===== config.mk =====
export PLATFORM = sky130hd
export DESIGN_NAME = rgevm_regs
export DESIGN_NICKNAME = d
export VERILOG_FILES = /design/src/hdl/rgevm_startup_delay.v /design/src/hdl/rgevm_regs.v
export VERILOG_INCLUDE_DIRS = /design/src /design/src/shared
export SDC_FILE = /design/constraint.sdc
export NUM_CORES = 1
export LEC_CHECK = 0
export ABC_AREA = 1
export BUFFER_PORTS_ARGS = -buffer_cell sky130_fd_sc_hd__buf_2
export CORE_ASPECT_RATIO = 0.6
export CORE_MARGIN = 4
export CORE_UTILIZATION = 55
export CTS_BUF_LIST = sky130_fd_sc_hd__clkbuf_4 sky130_fd_sc_hd__clkbuf_8
export CTS_CLUSTER_DIAMETER = 50
export DETAILED_ROUTE_END_ITERATION = 6
export PLACE_DENSITY = 0.75
export REMOVE_ABC_BUFFERS = 1
export SKIP_LAST_GASP = 1
export SYNTH_ARGS = -nofsm -noshare
export SYNTH_HDL_FRONTEND = slang
export SYNTH_HIERARCHICAL = 1
export SYNTH_SLANG_ARGS = --single-unit

===== constraint.sdc =====
create_clock -name mclk -period 8.66 [get_ports mclk]
set_input_delay 0 -clock mclk [delete_from_list [all_inputs] [get_ports mclk]]
set_output_delay 0 -clock mclk [all_outputs]
set_load 0.005 [all_outputs]

===== src/shared/rgevm_defs.vh =====
// Behaviour
// [RQ1] mask register at 0x04: bit 1 masks its event, bit 0 unmasks it
// [RQ2] mask register resets to 0x13, with undervoltage and thermal shutdown unmasked
// [RQ3] read-only status shows live undervoltage and 165/140/120 degree conditions
// [RQ4] enable register 0x06 even bits enable outputs 1-4, ORed with assigned inputs
// [RQ5] enable register odd bits put outputs 1-4 into low power mode
// [RQ6] bit 7 of 0x07 selects a 1 ms or 2 ms delay step
// [RQ7] five-bit startup delays at 0x07-0x09 for outputs 2-4, zero means none
// [RQ8] startup delay counts from enable pin or global enable being asserted
// [RQ9] system event flags latch in read-to-clear register at 0x03
// [RQ10] only unmasked latched events drive the interrupt source and request
`ifndef RGEVM_DEFS_VH
`define RGEVM_DEFS_VH

`define RGEVM_ADDR_W 8
`define RGEVM_DATA_W 8

`define RGEVM_OFS_EVENT 8'h03
`define RGEVM_OFS_MASK 8'h04
`define RGEVM_OFS_STATUS 8'h05
`define RGEVM_OFS_ENABLE 8'h06
`define RGEVM_OFS_DLY2 8'h07
`define RGEVM_OFS_DLY3 8'h08
`define RGEVM_OFS_DLY4 8'h09

`define RGEVM_MASK_RESET 5'h13
`define RGEVM_ENABLE_RESET 8'h00
`define RGEVM_DLY_RESET 5'h00
`define RGEVM_STEP_RESET 1'h0
`define RGEVM_READ_IDLE 8'h00

// event bit positions, shared by flag latch and mask
`define RGEVM_EV_WATCHDOG 4
`define RGEVM_EV_UNDERVOLT 3
`define RGEVM_EV_TSHUTDOWN 2
`define RGEVM_EV_HOT_HIGH 1
`define RGEVM_EV_HOT_LOW 0
`define RGEVM_EV_W 5
`define RGEVM_STAT_W 4

// enable register layout: output n enable at 2n, low power at 2n+1
`define RGEVM_OUTPUTS 4
`define RGEVM_STEP_SEL_BIT 7
`define RGEVM_DLY_MSB 4
`define RGEVM_DLY_W 5

// timing
`define RGEVM_CLK_PERIOD_NS 8
`define RGEVM_STEP_SHORT_NS 1000000
`define RGEVM_STEP_LONG_NS 2000000
`define RGEVM_CNT_W 18

`endif


===== src/hdl/rgevm_startup_delay.v =====
`include "rgevm_defs.vh"

module rgevm_startup_delay #(
  parameter CNT_W = `RGEVM_CNT_W
) (
  input wire mclk,
  input wire reset,
  input wire startRequest,
  input wire [`RGEVM_DLY_W-1:0] delaySteps,
  input wire [CNT_W-1:0] stepCycles,
  output wire outputRun
);

  localparam ST_IDLE = 2'd0;
  localparam ST_WAIT = 2'd1;
  localparam ST_RUN = 2'd2;

  reg [1:0] state_reg;
  reg [1:0] state_next;
  reg [CNT_W-1:0] cycle_reg;
  reg [CNT_W-1:0] cycle_next;
  reg [`RGEVM_DLY_W-1:0] step_reg;
  reg [`RGEVM_DLY_W-1:0] step_next;
  wire stepDone;

  assign stepDone = (cycle_reg >= stepCycles - {{(CNT_W-1){1'b0}}, 1'b1});

  // [RQ8] delay from assertion
  always @* begin
    state_next = state_reg;
    cycle_next = cycle_reg;
    step_next = step_reg;
    case (state_reg)
      ST_IDLE: begin
        cycle_next = {CNT_W{1'b0}};
        step_next = {`RGEVM_DLY_W{1'b0}};
        if (startRequest) begin
          // [RQ7] zero means none
          if (delaySteps == {`RGEVM_DLY_W{1'b0}}) begin
            state_next = ST_RUN;
          end else begin
            state_next = ST_WAIT;
          end
        end
      end
      ST_WAIT: begin
        if (!startRequest) begin
          state_next = ST_IDLE;
        end else if (stepDone) begin
          cycle_next = {CNT_W{1'b0}};
          step_next = step_reg + 1'b1;
          // compare >= so a delay shortened mid-wait cannot overshoot
          if (step_reg + 1'b1 >= delaySteps) begin
            state_next = ST_RUN;
          end
        end else begin
          cycle_next = cycle_reg + 1'b1;
        end
      end
      ST_RUN: begin
        if (!startRequest) begin
          state_next = ST_IDLE;
        end
      end
      default: begin
        state_next = ST_IDLE;
      end
    endcase
  end

  always @(posedge mclk) begin
    if (reset) begin
      state_reg <= ST_IDLE;
      cycle_reg <= {CNT_W{1'b0}};
      step_reg <= {`RGEVM_DLY_W{1'b0}};
    end else begin
      state_reg <= state_next;
      cycle_reg <= cycle_next;
      step_reg <= step_next;
    end
  end

  assign outputRun = (state_reg == ST_RUN);

endmodule // rgevm_startup_delay


===== src/hdl/rgevm_regs.v =====
`include "rgevm_defs.vh"

module rgevm_regs #(
  parameter CNT_W = `RGEVM_CNT_W,
  parameter STEP_SHORT_CYCLES = `RGEVM_STEP_SHORT_NS / `RGEVM_CLK_PERIOD_NS,
  parameter STEP_LONG_CYCLES = `RGEVM_STEP_LONG_NS / `RGEVM_CLK_PERIOD_NS
) (
  input wire mclk,
  input wire reset,
  input wire [`RGEVM_ADDR_W-1:0] regAddr,
  input wire [`RGEVM_DATA_W-1:0] regWrData,
  input wire regWrite,
  input wire regRead,
  output reg [`RGEVM_DATA_W-1:0] regRdData,
  input wire watchdogEvent,
  input wire undervoltageFlag,
  input wire thermalShutdownFlag,
  input wire hotWarningHighFlag,
  input wire hotWarningLowFlag,
  input wire globalEnable,
  input wire [`RGEVM_OUTPUTS-1:0] generalPurposeInput,
  output wire systemEventPending,
  output wire systemIrqN,
  output wire [`RGEVM_OUTPUTS-1:0] outputEnable,
  output wire [`RGEVM_OUTPUTS-1:0] outputLowPower,
  output wire [`RGEVM_OUTPUTS-1:0] outputRun
);

  localparam [CNT_W-1:0] STEP_SHORT = STEP_SHORT_CYCLES[CNT_W-1:0];
  localparam [CNT_W-1:0] STEP_LONG = STEP_LONG_CYCLES[CNT_W-1:0];

  reg [`RGEVM_EV_W-1:0] mask_reg;
  reg [`RGEVM_EV_W-1:0] event_reg;
  reg [`RGEVM_EV_W-1:0] event_next;
  reg [`RGEVM_DATA_W-1:0] enable_reg;
  reg step_reg;
  reg [`RGEVM_DLY_W-1:0] dly2_reg;
  reg [`RGEVM_DLY_W-1:0] dly3_reg;
  reg [`RGEVM_DLY_W-1:0] dly4_reg;
  reg [`RGEVM_STAT_W-1:0] statPrev_reg;
  reg [`RGEVM_DATA_W-1:0] readMux;

  wire [`RGEVM_STAT_W-1:0] liveStatus;
  wire [`RGEVM_EV_W-1:0] eventDetect;
  wire [`RGEVM_EV_W-1:0] unmaskedEvents;
  wire [CNT_W-1:0] stepCycles;
  wire [`RGEVM_DLY_W*`RGEVM_OUTPUTS-1:0] delayBus;
  wire wrMask;
  wire wrEnable;
  wire wrDly2;
  wire wrDly3;
  wire wrDly4;
  wire rdEvent;

  assign wrMask = regWrite && (regAddr == `RGEVM_OFS_MASK);
  assign wrEnable = regWrite && (regAddr == `RGEVM_OFS_ENABLE);
  assign wrDly2 = regWrite && (regAddr == `RGEVM_OFS_DLY2);
  assign wrDly3 = regWrite && (regAddr == `RGEVM_OFS_DLY3);
  assign wrDly4 = regWrite && (regAddr == `RGEVM_OFS_DLY4);
  assign rdEvent = regRead && (regAddr == `RGEVM_OFS_EVENT);

  // [RQ3] live condition bits
  assign liveStatus[`RGEVM_EV_UNDERVOLT] = undervoltageFlag;
  assign liveStatus[`RGEVM_EV_TSHUTDOWN] = thermalShutdownFlag;
  assign liveStatus[`RGEVM_EV_HOT_HIGH] = hotWarningHighFlag;
  assign liveStatus[`RGEVM_EV_HOT_LOW] = hotWarningLowFlag;

  // [RQ9] event on rising condition; watchdog input latched while high
  assign eventDetect[`RGEVM_EV_WATCHDOG] = watchdogEvent;
  assign eventDetect[`RGEVM_STAT_W-1:0] = liveStatus & ~statPrev_reg;

  // [RQ9] read clears, set wins
  always @* begin
    event_next = event_reg;
    if (rdEvent) begin
      event_next = {`RGEVM_EV_W{1'b0}};
    end
    event_next = event_next | eventDetect;
  end

  always @(posedge mclk) begin
    if (reset) begin
      event_reg <= {`RGEVM_EV_W{1'b0}};
      statPrev_reg <= {`RGEVM_STAT_W{1'b0}};
    end else begin
      event_reg <= event_next;
      statPrev_reg <= liveStatus;
    end
  end

  // [RQ2] mask reset value
  always @(posedge mclk) begin
    if (reset) begin
      mask_reg <= `RGEVM_MASK_RESET;
    end else if (wrMask) begin
      // [RQ1] mask write
      mask_reg <= regWrData[`RGEVM_EV_W-1:0];
    end
  end

  // [RQ10] masked events excluded
  assign unmaskedEvents = event_reg & ~mask_reg;
  assign systemEventPending = |unmaskedEvents;
  assign systemIrqN = ~systemEventPending;

  // [RQ4] enable register
  always @(posedge mclk) begin
    if (reset) begin
      enable_reg <= `RGEVM_ENABLE_RESET;
    end else if (wrEnable) begin
      enable_reg <= regWrData;
    end
  end

  // [RQ6] step select storage
  // [RQ7] delay field storage
  always @(posedge mclk) begin
    if (reset) begin
      step_reg <= `RGEVM_STEP_RESET;
      dly2_reg <= `RGEVM_DLY_RESET;
      dly3_reg <= `RGEVM_DLY_RESET;
      dly4_reg <= `RGEVM_DLY_RESET;
    end else begin
      if (wrDly2) begin
        step_reg <= regWrData[`RGEVM_STEP_SEL_BIT];
        dly2_reg <= regWrData[`RGEVM_DLY_MSB:0];
      end
      if (wrDly3) begin
        dly3_reg <= regWrData[`RGEVM_DLY_MSB:0];
      end
      if (wrDly4) begin
        dly4_reg <= regWrData[`RGEVM_DLY_MSB:0];
      end
    end
  end

  // [RQ6] step length
  assign stepCycles = step_reg ? STEP_LONG : STEP_SHORT;

  // output 1 has no delay field, so it starts at once
  assign delayBus = {dly4_reg, dly3_reg, dly2_reg, `RGEVM_DLY_RESET};

  genvar gi;
  generate
    for (gi = 0; gi < `RGEVM_OUTPUTS; gi = gi + 1) begin : gOut
      // [RQ4] register OR assigned input
      assign outputEnable[gi] = enable_reg[2*gi] | generalPurposeInput[gi];
      // [RQ5] low power bits
      assign outputLowPower[gi] = enable_reg[2*gi+1];
      // [RQ8] start after delay
      rgevm_startup_delay #(
        .CNT_W(CNT_W)
      ) uDelay (
        .mclk(mclk),
        .reset(reset),
        .startRequest(outputEnable[gi] | globalEnable),
        .delaySteps(delayBus[`RGEVM_DLY_W*gi +: `RGEVM_DLY_W]),
        .stepCycles(stepCycles),
        .outputRun(outputRun[gi])
      );
    end
  endgenerate

  // read data; unmapped addresses read as zero
  always @* begin
    readMux = `RGEVM_READ_IDLE;
    case (regAddr)
      `RGEVM_OFS_EVENT: readMux = {3'h0, event_reg};
      `RGEVM_OFS_MASK: readMux = {3'h0, mask_reg};
      // [RQ3] status readback
      `RGEVM_OFS_STATUS: readMux = {4'h0, liveStatus};
      `RGEVM_OFS_ENABLE: readMux = enable_reg;
      `RGEVM_OFS_DLY2: readMux = {step_reg, 2'h0, dly2_reg};
      `RGEVM_OFS_DLY3: readMux = {3'h0, dly3_reg};
      `RGEVM_OFS_DLY4: readMux = {3'h0, dly4_reg};
      default: readMux = `RGEVM_READ_IDLE;
    endcase
  end

  // data held until the next read
  always @(posedge mclk) begin
    if (reset) begin
      regRdData <= `RGEVM_READ_IDLE;
    end else if (regRead) begin
      regRdData <= readMux;
    end
  end

endmodule // rgevm_regs


==> results.yml, run 1 <==
status:
  outcome: "completed"
placed_design:
  placed_cell_area_um2: 12900
  port_buffers: 51
  dpl.hpwl_um: 22310
  place.gp.congestion: 0.8952
  dp_slack_ps: 4238
  post-place-cells: 2254
clock_tree:
  cts_root_buf: "clkbuf_8"
  clock_path_buffers: 2
  clock_latency_ps: 470
  path_clk_slew_ps: 90
  cts_buffers: 17
  cts.sinks: 146
  cts_tree: "yes"
  cts_resized: 0
  htreeDepth: 4
timing:
  finalSetupTns_ps: 0
  period_minus_slack_ps: 4426
  rsz0062_at_grt: "no"
  finalSetupViolCount: 0
  fin_crit_sh_pct: 51.11
  max_freq_ghz: 0.2259
  setup_ws_ps: 4234
  max_slew_margin_pct: 28.63
  tightest_slew_ps: 1069
  final_max_slew_viol_count: 0
  finalHoldViolations: 0
  holdWs_ps: 59.97
  fin_skew_ps: 13.39
power_and_ir_drop:
  clockPowerShare_pct: 38.3
  powerDensity_nw_per_um2: 109.1
  leakage_nw: 6.340
  p_switching_uw: 447.5
  combPwrFrac_pct: 14.4
  switching_share_pct: 30.47
  power_mw: 1.469
  p_seq_share_pct: 47.3
  ir_worst_vdd_mv: 0.08664
  internal_power_mw: 1.021
floorplanning:
  initial_core_util_pct: 56.75
  io_pins: 52
  dieHeight_um: 122.9
  die_w_um: 199.6
  coreArea_um2: 21340
  dieArea_um2: 24530
  rows: 41
setup_path:
  slowest_stage: "dfxtp_2"
  r2r_cells: 17
  cpPeakStageDelay_ps: 900
  cp.required_ps: 9050
  cp_max_fo: 50
  crit_path_start_kind: "register"
  path_delay_family: "simple AND/OR/NAND/NOR gates"
  path_depth: 17
  arrival_ps: 4810
  cp_cell_sequence: "inv_2 > nor2_1 > nand4_1 > nor2_1 > nand2_1 > xnor2_1 > inv_1 > ha_1 > nand2_1 > inv_1 > nand2_1 > nand2_1 > a21oi_1 > nand2_1 > nor2_1 > nand4_1 > a21oi_1"
  worstSetupPathType: "register to register"
  critPathCaptureType: "register"
  worst_path_most_repeated_cell: "nand2_1"
  critPathBufInv: 3
synthesis:
  synth-seq-cells: 146
  synth_top_area_share_pct: 24.13
  syn_area_um2: 12110
  netlist_top_cells_area: "dfxtp_1 24%, nand2_1 14%, ha_1 11%, inv_1 8.1%, a21oi_1 6.4%"
  syn_inst: 1851
  seq_area_frac_synth_pct: 24.13
  synthDistinctLibCells: 45
  syn_avg_cell_area_um2: 6.543
  yosys_warnings: 6
  yosysTopAreaCell: "dfxtp_1"
cells_and_area:
  fin_cells: 2302
  drive_above_1_share_pct: 11.32
  multi_input_area_um2: 8314
  syn_to_final_growth_pct: 11.18
  post-route-util_pct: 63.09
  final_common_cell: "nand2_1"
  layout_common_cells: "447 x nand2_1, 261 x inv_1, 174 x nor2_1"
  n_fill_cell: 1997
  diodes: 0
  largest_reg_flops: 72
  ff_latch_area_um2: 2924
  stdcell_area_um2: 13460
  finish.net_count: 2144
global_routing:
  overflow: 0
  grt_pass1_wl_um: 49450
  grt_antenna_before_repair: 0
  grt_max_degree: 62
  track_usage_pct: 24.36
  grt_pass1_vias: 10512
drt:
  first_iter_violations: 918
  drcViolationCount: 0
  via_per_inst: 5.077
  ant_nets: 0
  drt_wl_total_um: 29100
  vias: 11688
  wire_per_inst_um: 12.64
  drt_first_pass_iters: 5
run:
  drv_cap: 0
worst_hold_path:
  whs_path_depth: 2
  hold_class: "primary input to register"
==> power by group through the flow <==
| stage | Clock (mW) | Combinational, mW | Sequential [mW] |
|---|---|---|---|
| after detailed placement | 0 | 0.201 | 0.710 |
| after global routing | 0.605 | 0.243 | 0.696 |
| after floorplan | 0 | 0.146 | 0.708 |
| after global placement | 0 | 0.197 | 0.710 |
| after CTS | 0.582 | 0.208 | 0.694 |
| final | 0.563 | 0.212 | 0.695 |
==> final timing paths <==
kind / startpoint / to / slack (ps)
worst min register to register: regRdData[3] / regRdData[3] / 470
worst max register to register: step_reg / gOut[1].uDelay/cycle_reg[10] / 4230
worst min-delay path: reset / statPrev_reg[2] / 60
worst max-delay path: step_reg / gOut[1].uDelay/cycle_reg[10] / 4230
==> cell type report <==
cell class / count / area share (%)
clock buffers: 18 / 1.840
clock inverters: 14 / 1.124
inverters: 281 / 7.834
multi-input cells: 1496 / 61.75
flip-flops and latches: 146 / 21.72
well taps: 279 / 2.593
repair buffers: 68 / 3.141
==> what timing repair did <==
action / CTS / global route
buffers inserted: 0 / 0
endpoints found under the hold margin: 48 / 0
hold buffers: 16 / 0
==> logic make-up (layout without fill, tap and decap cells) <==
logic type                 count (synthesis)  after routing  synth area share (%)
AOI/OAI and AO/OA                        236            236                 10.69
and+or+nand+nor                          958            958                 37.36
adders and majority gates                104            104                 10.74
DFF                                      146            146                 24.13
other                                      2            108               0.06201
xor gates and xnor gates                  90             90                 6.509
buffers and inverters                    315            381                 10.50
==> synthesized netlist by cell type <==
| master | number |
|---|---|
| nand3_4 | 2 |
| inv_2 | 17 |
| o21ai_1 | 20 |
| a21o_1 | 4 |
| nor4_1 | 4 |
| nand2_2 | 20 |
| nand4_1 | 59 |
| clkbuf_1 | 11 |
| nand3b_1 | 6 |
| nor3_2 | 3 |
| nor2_1 | 174 |
| nand2_1 | 447 |
| o21ai_0 | 29 |
| nor3_1 | 27 |
| nand3_2 | 9 |
| or2_4 | 1 |
| ha_1 | 104 |
| inv_1 | 262 |
| conb_1 | 2 |
| nor2_8 | 2 |
| o21a_1 | 3 |
| o31ai_1 | 2 |
| dfxtp_1 | 146 |
| buf_2 | 8 |
| a21oi_1 | 156 |
| or2_2 | 3 |
| o31ai_2 | 1 |
| nand4_2 | 2 |
| xnor2_1 | 28 |
| nor2_2 | 32 |
| or2_1 | 3 |
| nor2_4 | 29 |
| o211ai_2 | 3 |
| clkinv_1 | 2 |
| clkbuf_4 | 1 |
| buf_4 | 9 |
| xor2_1 | 62 |
| a21oi_2 | 7 |
| o21bai_1 | 1 |
| nand3_1 | 131 |
| o22ai_1 | 2 |
| buf_8 | 1 |
| buf_6 | 4 |
| nand2_4 | 4 |
| o21ai_2 | 8 |
==> routing by layer <==
metal  vias to the layer above  routed length, um  track usage, %
met5                         -                  0               0
met4                         0                187           5.386
met3                        15               1654           4.031
met2                       294              12540           38.39
met1                      5199              14720           35.27
li1                       6180                  -               -
Note: power is estimated with default switching activity, not from simulation.
==> run 2, diff against run 1 <==
Settings changed: ABC_AREA 1 to 0, PLACE_DENSITY 0.75 to 0.78.
Clock period 8.66 ns to 4 ns, I/O delays scaled along.
==> run 2 against run 1 <==
Net effect:
- clock-buffer cell count up 2
- utilization up 1.1 points
- clock skew up 4.8 ps
- final cell count down 19%
- non-clock buffer count up 28
- synthesized area down 7.1%
- combinational power up 67%
- clock power up 120%
- design area down 4.4%
- register-to-register slack worse by 4100 ps
- critical endpoint is now gOut[3].uDelay/cycle_reg[6]
==> results.yml, run 2 <==
status:
  outcome: "completed"
timing:
  finalSetupTns_ps: 0
  tightest_slew_ps: 1064
  max_freq_ghz: 0.2613
  fin_skew_ps: 18.22
  final_max_slew_viol_count: 0
  max_slew_margin_pct: 28.95
  finalHoldViolations: 0
  finalSetupViolCount: 0
  setup_ws_ps: 172.4
  period_minus_slack_ps: 3828
  rsz0062_at_grt: "no"
  fin_crit_sh_pct: 95.69
floorplanning:
  dieArea_um2: 22890
  io_pins: 52
  initial_core_util_pct: 56.08
  coreArea_um2: 20070
  die_w_um: 192.7
  rows: 40
  dieHeight_um: 118.8
synthesis:
  syn_area_um2: 11260
  synthFlopType: "dfxtp_1"
  synth_top_area_share_pct: 25.97
  yosys-top-cells-count: "146 x dfxtp_1, 142 x nand2_1, 120 x nor2_1, 104 x ha_1, 97 x nand3_1"
  post-synth-top-count-cell: "dfxtp_1"
  synthDistinctLibCells: 82
  synth-edff-count: 0
  yosysTopAreaCell: "dfxtp_1"
  syn_avg_cell_area_um2: 8.006
  synth-async-reset-ratio_pct: 0
  netlist_top_cells_area: "dfxtp_1 26%, ha_1 12%, nand2_1 4.7%, nand3_1 4.3%, nor2_1 4.0%"
  synth-seq-cells: 146
  seq_area_frac_synth_pct: 25.97
  yosys_warnings: 6
  syn_inst: 1406
cells_and_area:
  drive_above_1_share_pct: 10.66
  layout_common_cells: "145 x dfxtp_1, 142 x nand2_1, 121 x conb_1"
  final_common_cell: "dfxtp_1"
  finish.net_count: 1717
  syn_to_final_growth_pct: 14.40
  largest_reg_flops: 72
  diodes: 0
  stdcell_area_um2: 12880
global_routing:
  overflow: 0
  track_usage_pct: 25.67
  grt_pass1_wl_um: 48830
  grt_antenna_before_repair: 0
  grt_pass1_vias: 9713
  grt_max_degree: 79
setup_path:
  worstSetupPathType: "register to register"
  slowest_stage: "a2111o_1"
  worst_path_most_repeated_cell: "or3_1"
  crit_path_start_kind: "register"
  critPathCaptureType: "register"
  arrival_ps: 4220
  r2r_slack_ps: 170
  path_delay_family: "simple AND/OR/NAND/NOR gates"
  cp_cell_sequence: "inv_2 > nor2_1 > nand2_1 > or2_2 > or3_1 > nor4_2 > xnor2_1 > ha_1 > nand4_1 > o221ai_2 > a2111o_1 > buf_4 > or3_1 > a31oi_1"
  cpPeakStageDelay_ps: 520
  critPathBufInv: 2
  cp_max_fo: 10
  reg2reg_from: "step_reg"
  cp.required_ps: 4400
  cp-startpoint: "step_reg"
placed_design:
  place.gp.congestion: 0.8878
  placed_cell_area_um2: 12220
  dpl.hpwl_um: 21450
  port_buffers: 51
  dp_slack_ps: 147.4
clock_tree:
  cts_root_buf: "clkbuf_8"
  cts.sinks: 146
  cts_buffers: 17
  clock_path_buffers: 2
  cts_tree: "yes"
  clock_latency_ps: 470
  path_clk_slew_ps: 90
  htreeDepth: 4
power_and_ir_drop:
  ir_worst_vdd_mv: 0.2067
  p_switching_uw: 886.4
  leakage_nw: 5.023
  power_mw: 3.071
  powerDensity_nw_per_um2: 238.5
  internal_power_mw: 2.184
  switching_share_pct: 28.87
  clockPowerShare_pct: 40.0
  combPwrFrac_pct: 11.5
  p_seq_share_pct: 48.4
drt:
  wire_per_inst_um: 15.83
  vias: 11004
  via_per_inst: 5.891
  drcViolationCount: 0
  first_iter_violations: 1153
  ant_nets: 0
  drt_wl_total_um: 29570
  drt_first_pass_iters: 6
run:
  drv_cap: 0
worst_hold_path:
  holdCritStartpoint: "generalPurposeInput[1]"
  hold_class: "primary input to register"
-- run 2: layout make-up --
cell class | count | area (um2)
Multi-Input combinational cell | 1259 | 8303
Fill cell | 1690 | 7193
Sequential cell | 146 | 2927
Timing Repair Buffer | 96 | 679.4
Tap cell | 273 | 341.6
Clock buffer | 20 | 262.8
Inverter | 63 | 236.5
Clock inverter | 11 | 126.4
-- run 2: cells by family after synthesis --
logic type	after synthesis	synth area share [%]
AND/OR/NAND/NOR	640	30.57
multiplexers	46	4.435
buffers and inverters	120	4.580
flip-flops	146	25.97
adder cells (fa/ha/maj)	104	11.56
AO/OA/AOI/OAI	266	16.44
XOR/XNOR	82	6.381
other	2	0.06672
-- run 2: power by group through the flow --
stage | Sequential, mW | Combinational, mW | Clock (mW)
floorplan | 1.51 | 0.201 | 0
global placement | 1.52 | 0.314 | 0
finish | 1.49 | 0.354 | 1.23
detailed placement | 1.52 | 0.320 | 0
global route | 1.49 | 0.392 | 1.30
CTS | 1.49 | 0.339 | 1.24
-- run 2: timing repair --
item                                    CTS  global route
hold buffers                             22             0
endpoints found under the setup margin    0            28
buffers inserted                          0             0
endpoints found under the hold margin    55             0
gates resized for setup                   0             8
-- run 2: worst paths after layout --
kind                                               endpoint  cells past startpoint
worst max-delay path            gOut[3].uDelay/cycle_reg[6]                     14
worst min-delay path            gOut[1].uDelay/state_reg[1]                      3
worst max register to register  gOut[3].uDelay/cycle_reg[6]                     14
worst min register to register                 regRdData[6]                      2
-- run 2: through the flow --
stage,hold WS [ps],cells,utilization [%]
global placement,207.8,1815,60.90
detailed placement,214.3,1815,60.90
CTS,13.00,1868,63.93
global route,32.49,1868,64.16
floorplan,69.07,1468,-
finish,59.98,1868,64.16
-- run 2: tightest hold or removal path: cells and delay by family --
kind / cells / cell delay (ps)
AO/OA/AOI/OAI: 1 / 190
buffers and inverters: 1 / 90
AND/OR/NAND/NOR: 1 / 220
-- run 2: routing by layer --
layer | routed length (um) | part of all wire (%) | vias to the layer above | track usage [%]
li1 | - | - | 5411 | -
met1 | 15010 | 51 | 5176 | 40.45
met2 | 12180 | 41 | 397 | 36.06
met3 | 2172 | 7.3 | 20 | 4.774
met4 | 209 | 0.71 | 0 | 5.254
met5 | 0 | 0 | - | 0
==> run 3, diff against run 2 <==
Settings changed: CTS_CLUSTER_SIZE set to 14, PLACE_DENSITY 0.78 to unset, PLACE_DENSITY_LB_ADDON set to 0.08.
Clock period 4 ns to 4.8 ns, I/O delays scaled along.
==> run 3 against run 2 <==
Net effect:
- sequential power down 17%
- combinational power shrank 18%
- via count shrank 4.1%
- total power fell by 16%
- sequential share of layout area is 0.21 points higher
- clock-buffer cell count fell by 1
==> results.yml, run 3 (synthesized netlist as in run 2, its figures left out) <==
timing:
  tightest_slew_ps: 1261
  fin_skew_ps: 11.50
  holdWs_ps: 79.27
  final_max_slew_viol_count: 0
  rsz0062_at_grt: "no"
  finalHoldViolations: 0
  max_slew_margin_pct: 15.91
  finalSetupTns_ps: 0
  period_minus_slack_ps: 4034
  fin_crit_sh_pct: 84.03
  finalSetupViolCount: 0
  max_freq_ghz: 0.2479
cells_and_area:
  syn_to_final_growth_pct: 13.26
  finish.net_count: 1703
  layout_common_cells: "145 x dfxtp_1, 142 x nand2_1, 121 x conb_1"
  ff_latch_area_um2: 2924
  stdcell_area_um2: 12750
  n_fill_cell: 1784
  multi_input_area_um2: 8264
  drive_above_1_share_pct: 9.608
  largest_reg_flops: 72
  final_common_cell: "dfxtp_1"
  diodes: 0
drt:
  first_iter_violations: 942
  vias: 10558
  wire_per_inst_um: 15.38
  drt_first_pass_iters: 5
  drt_wl_total_um: 28540
  drcViolationCount: 0
  ant_nets: 0
  via_per_inst: 5.692
setup_path:
  arrival_ps: 4440
  r2r_cells: 13
  worstSetupPathType: "register to register"
  cp.required_ps: 5210
  cp_max_fo: 17
  rr_endpoint: "gOut[3].uDelay/cycle_reg[17]"
  critPathCaptureType: "register"
  reg2reg_from: "step_reg"
  crit_path_start_kind: "register"
  r2r_slack_ps: 770
global_routing:
  grt_use_met3_pct: 4.540
  track_usage_pct: 25.18
  grt_max_degree: 93
  grt_antenna_before_repair: 0
  grt_pass1_wl_um: 47820
  use_met2_pct: 34.57
  grt_pass1_vias: 9472
  top_usage_layer: "met1"
  overflow: 0
  grtUsageMet1_pct: 40.23
clock_tree:
  post_cts_buffers: 0
  clock_path_buffers: 2
  cts.sinks: 146
  cts_resized: 0
  path_clk_slew_ps: 90
  clock_latency_ps: 480
  cts_buffers: 17
  cts_hold_buf: 23
  htreeDepth: 4
  cts_root_buf: "clkbuf_8"
  cts_tree: "yes"
run:
  drv_cap: 0
status:
  outcome: "completed"
floorplanning:
  die_w_um: 192.7
  initial_core_util_pct: 56.08
  rows: 40
  io_pins: 52
  dieArea_um2: 22890
  coreArea_um2: 20070
  dieHeight_um: 118.8
worst_hold_path:
  whs_endpoint: "gOut[1].uDelay/state_reg[1]"
  holdCritStartpoint: "globalEnable"
  whs_path_depth: 3
  hold_class: "primary input to register"
placed_design:
  dpl.hpwl_um: 20670
  placed_cell_area_um2: 12110
  port_buffers: 51
  place.gp.congestion: 0.8914
power_and_ir_drop:
  powerDensity_nw_per_um2: 201.9
  leakage_nw: 4.953
  ir_worst_vdd_mv: 0.1717
-- run 3: cell count changes in the layout (fill, tap and decap cells not counted), moves of 2 or more --
cell | before | now
buf_4 | 21 | 7
clkbuf_4 | 2 | 0
clkinv_4 | 1 | 4
nor3_1 | 33 | 35
nor3_2 | 2 | 0
nor4_1 | 16 | 18
-- run 3: worst max-delay path, stage by stage (launching register included) --
cell	delay [ps]
dfxtp_2	360
inv_2	130
nor2_1	160
nand2_1	110
or2_2	290
or3_1	400
nor4_1	310
xnor2_1	180
ha_1	260
nand4_1	180
o221ai_2	190
a2111o_1	630
or4_1	580
a31oi_1	160
-- run 3: worst max path at each step --
| stage | slack, ps | end | depth (start not counted) | startpoint |
|---|---|---|---|---|
| after floorplan | -1030 | gOut[0].uDelay/cycle_reg[17] | 13 | step_reg |
| after global placement | 920 | gOut[3].uDelay/cycle_reg[17] | 13 | step_reg |
| after detailed placement | 830 | gOut[0].uDelay/cycle_reg[7] | 14 | step_reg |
| after CTS | 800 | gOut[3].uDelay/cycle_reg[17] | 13 | step_reg |
| after global routing | 420 | gOut[3].uDelay/cycle_reg[10] | 13 | step_reg |
| final | 770 | gOut[3].uDelay/cycle_reg[17] | 13 | step_reg |
-- run 3: where the power goes --
part	switching [mW]	internal [mW]	total, mW
combinational	0.181	0.108	0.289
sequential	0.0159	1.22	1.24
clock	0.549	0.497	1.05
-- run 3: metrics by stage --
stage	power [mW]	setup slack [ps]	std cells	utilization (%)
global placement	1.529	917.2	1800	60.34
floorplan	1.430	-1029	1468	-
global route	2.681	420.8	1855	63.52
CTS	2.586	797.8	1855	63.52
detailed placement	1.531	833.7	1800	60.34
finish	2.574	766.3	1855	63.52
-- run 3: final cells by class --
type,count,area share (%)
repair buffers,82,4.495
flip-flops and latches,146,22.94
well taps,273,2.679
inverters,63,1.855
clock inverters,13,1.158
clock buffers,19,2.051
multi-input cells,1259,64.82
-- run 3: metal layers --
metal	share of wire [%]	wire length [um]
met1	53	15130
met2	40	11360
met3	6.3	1810
met4	0.83	238
met5	0	0
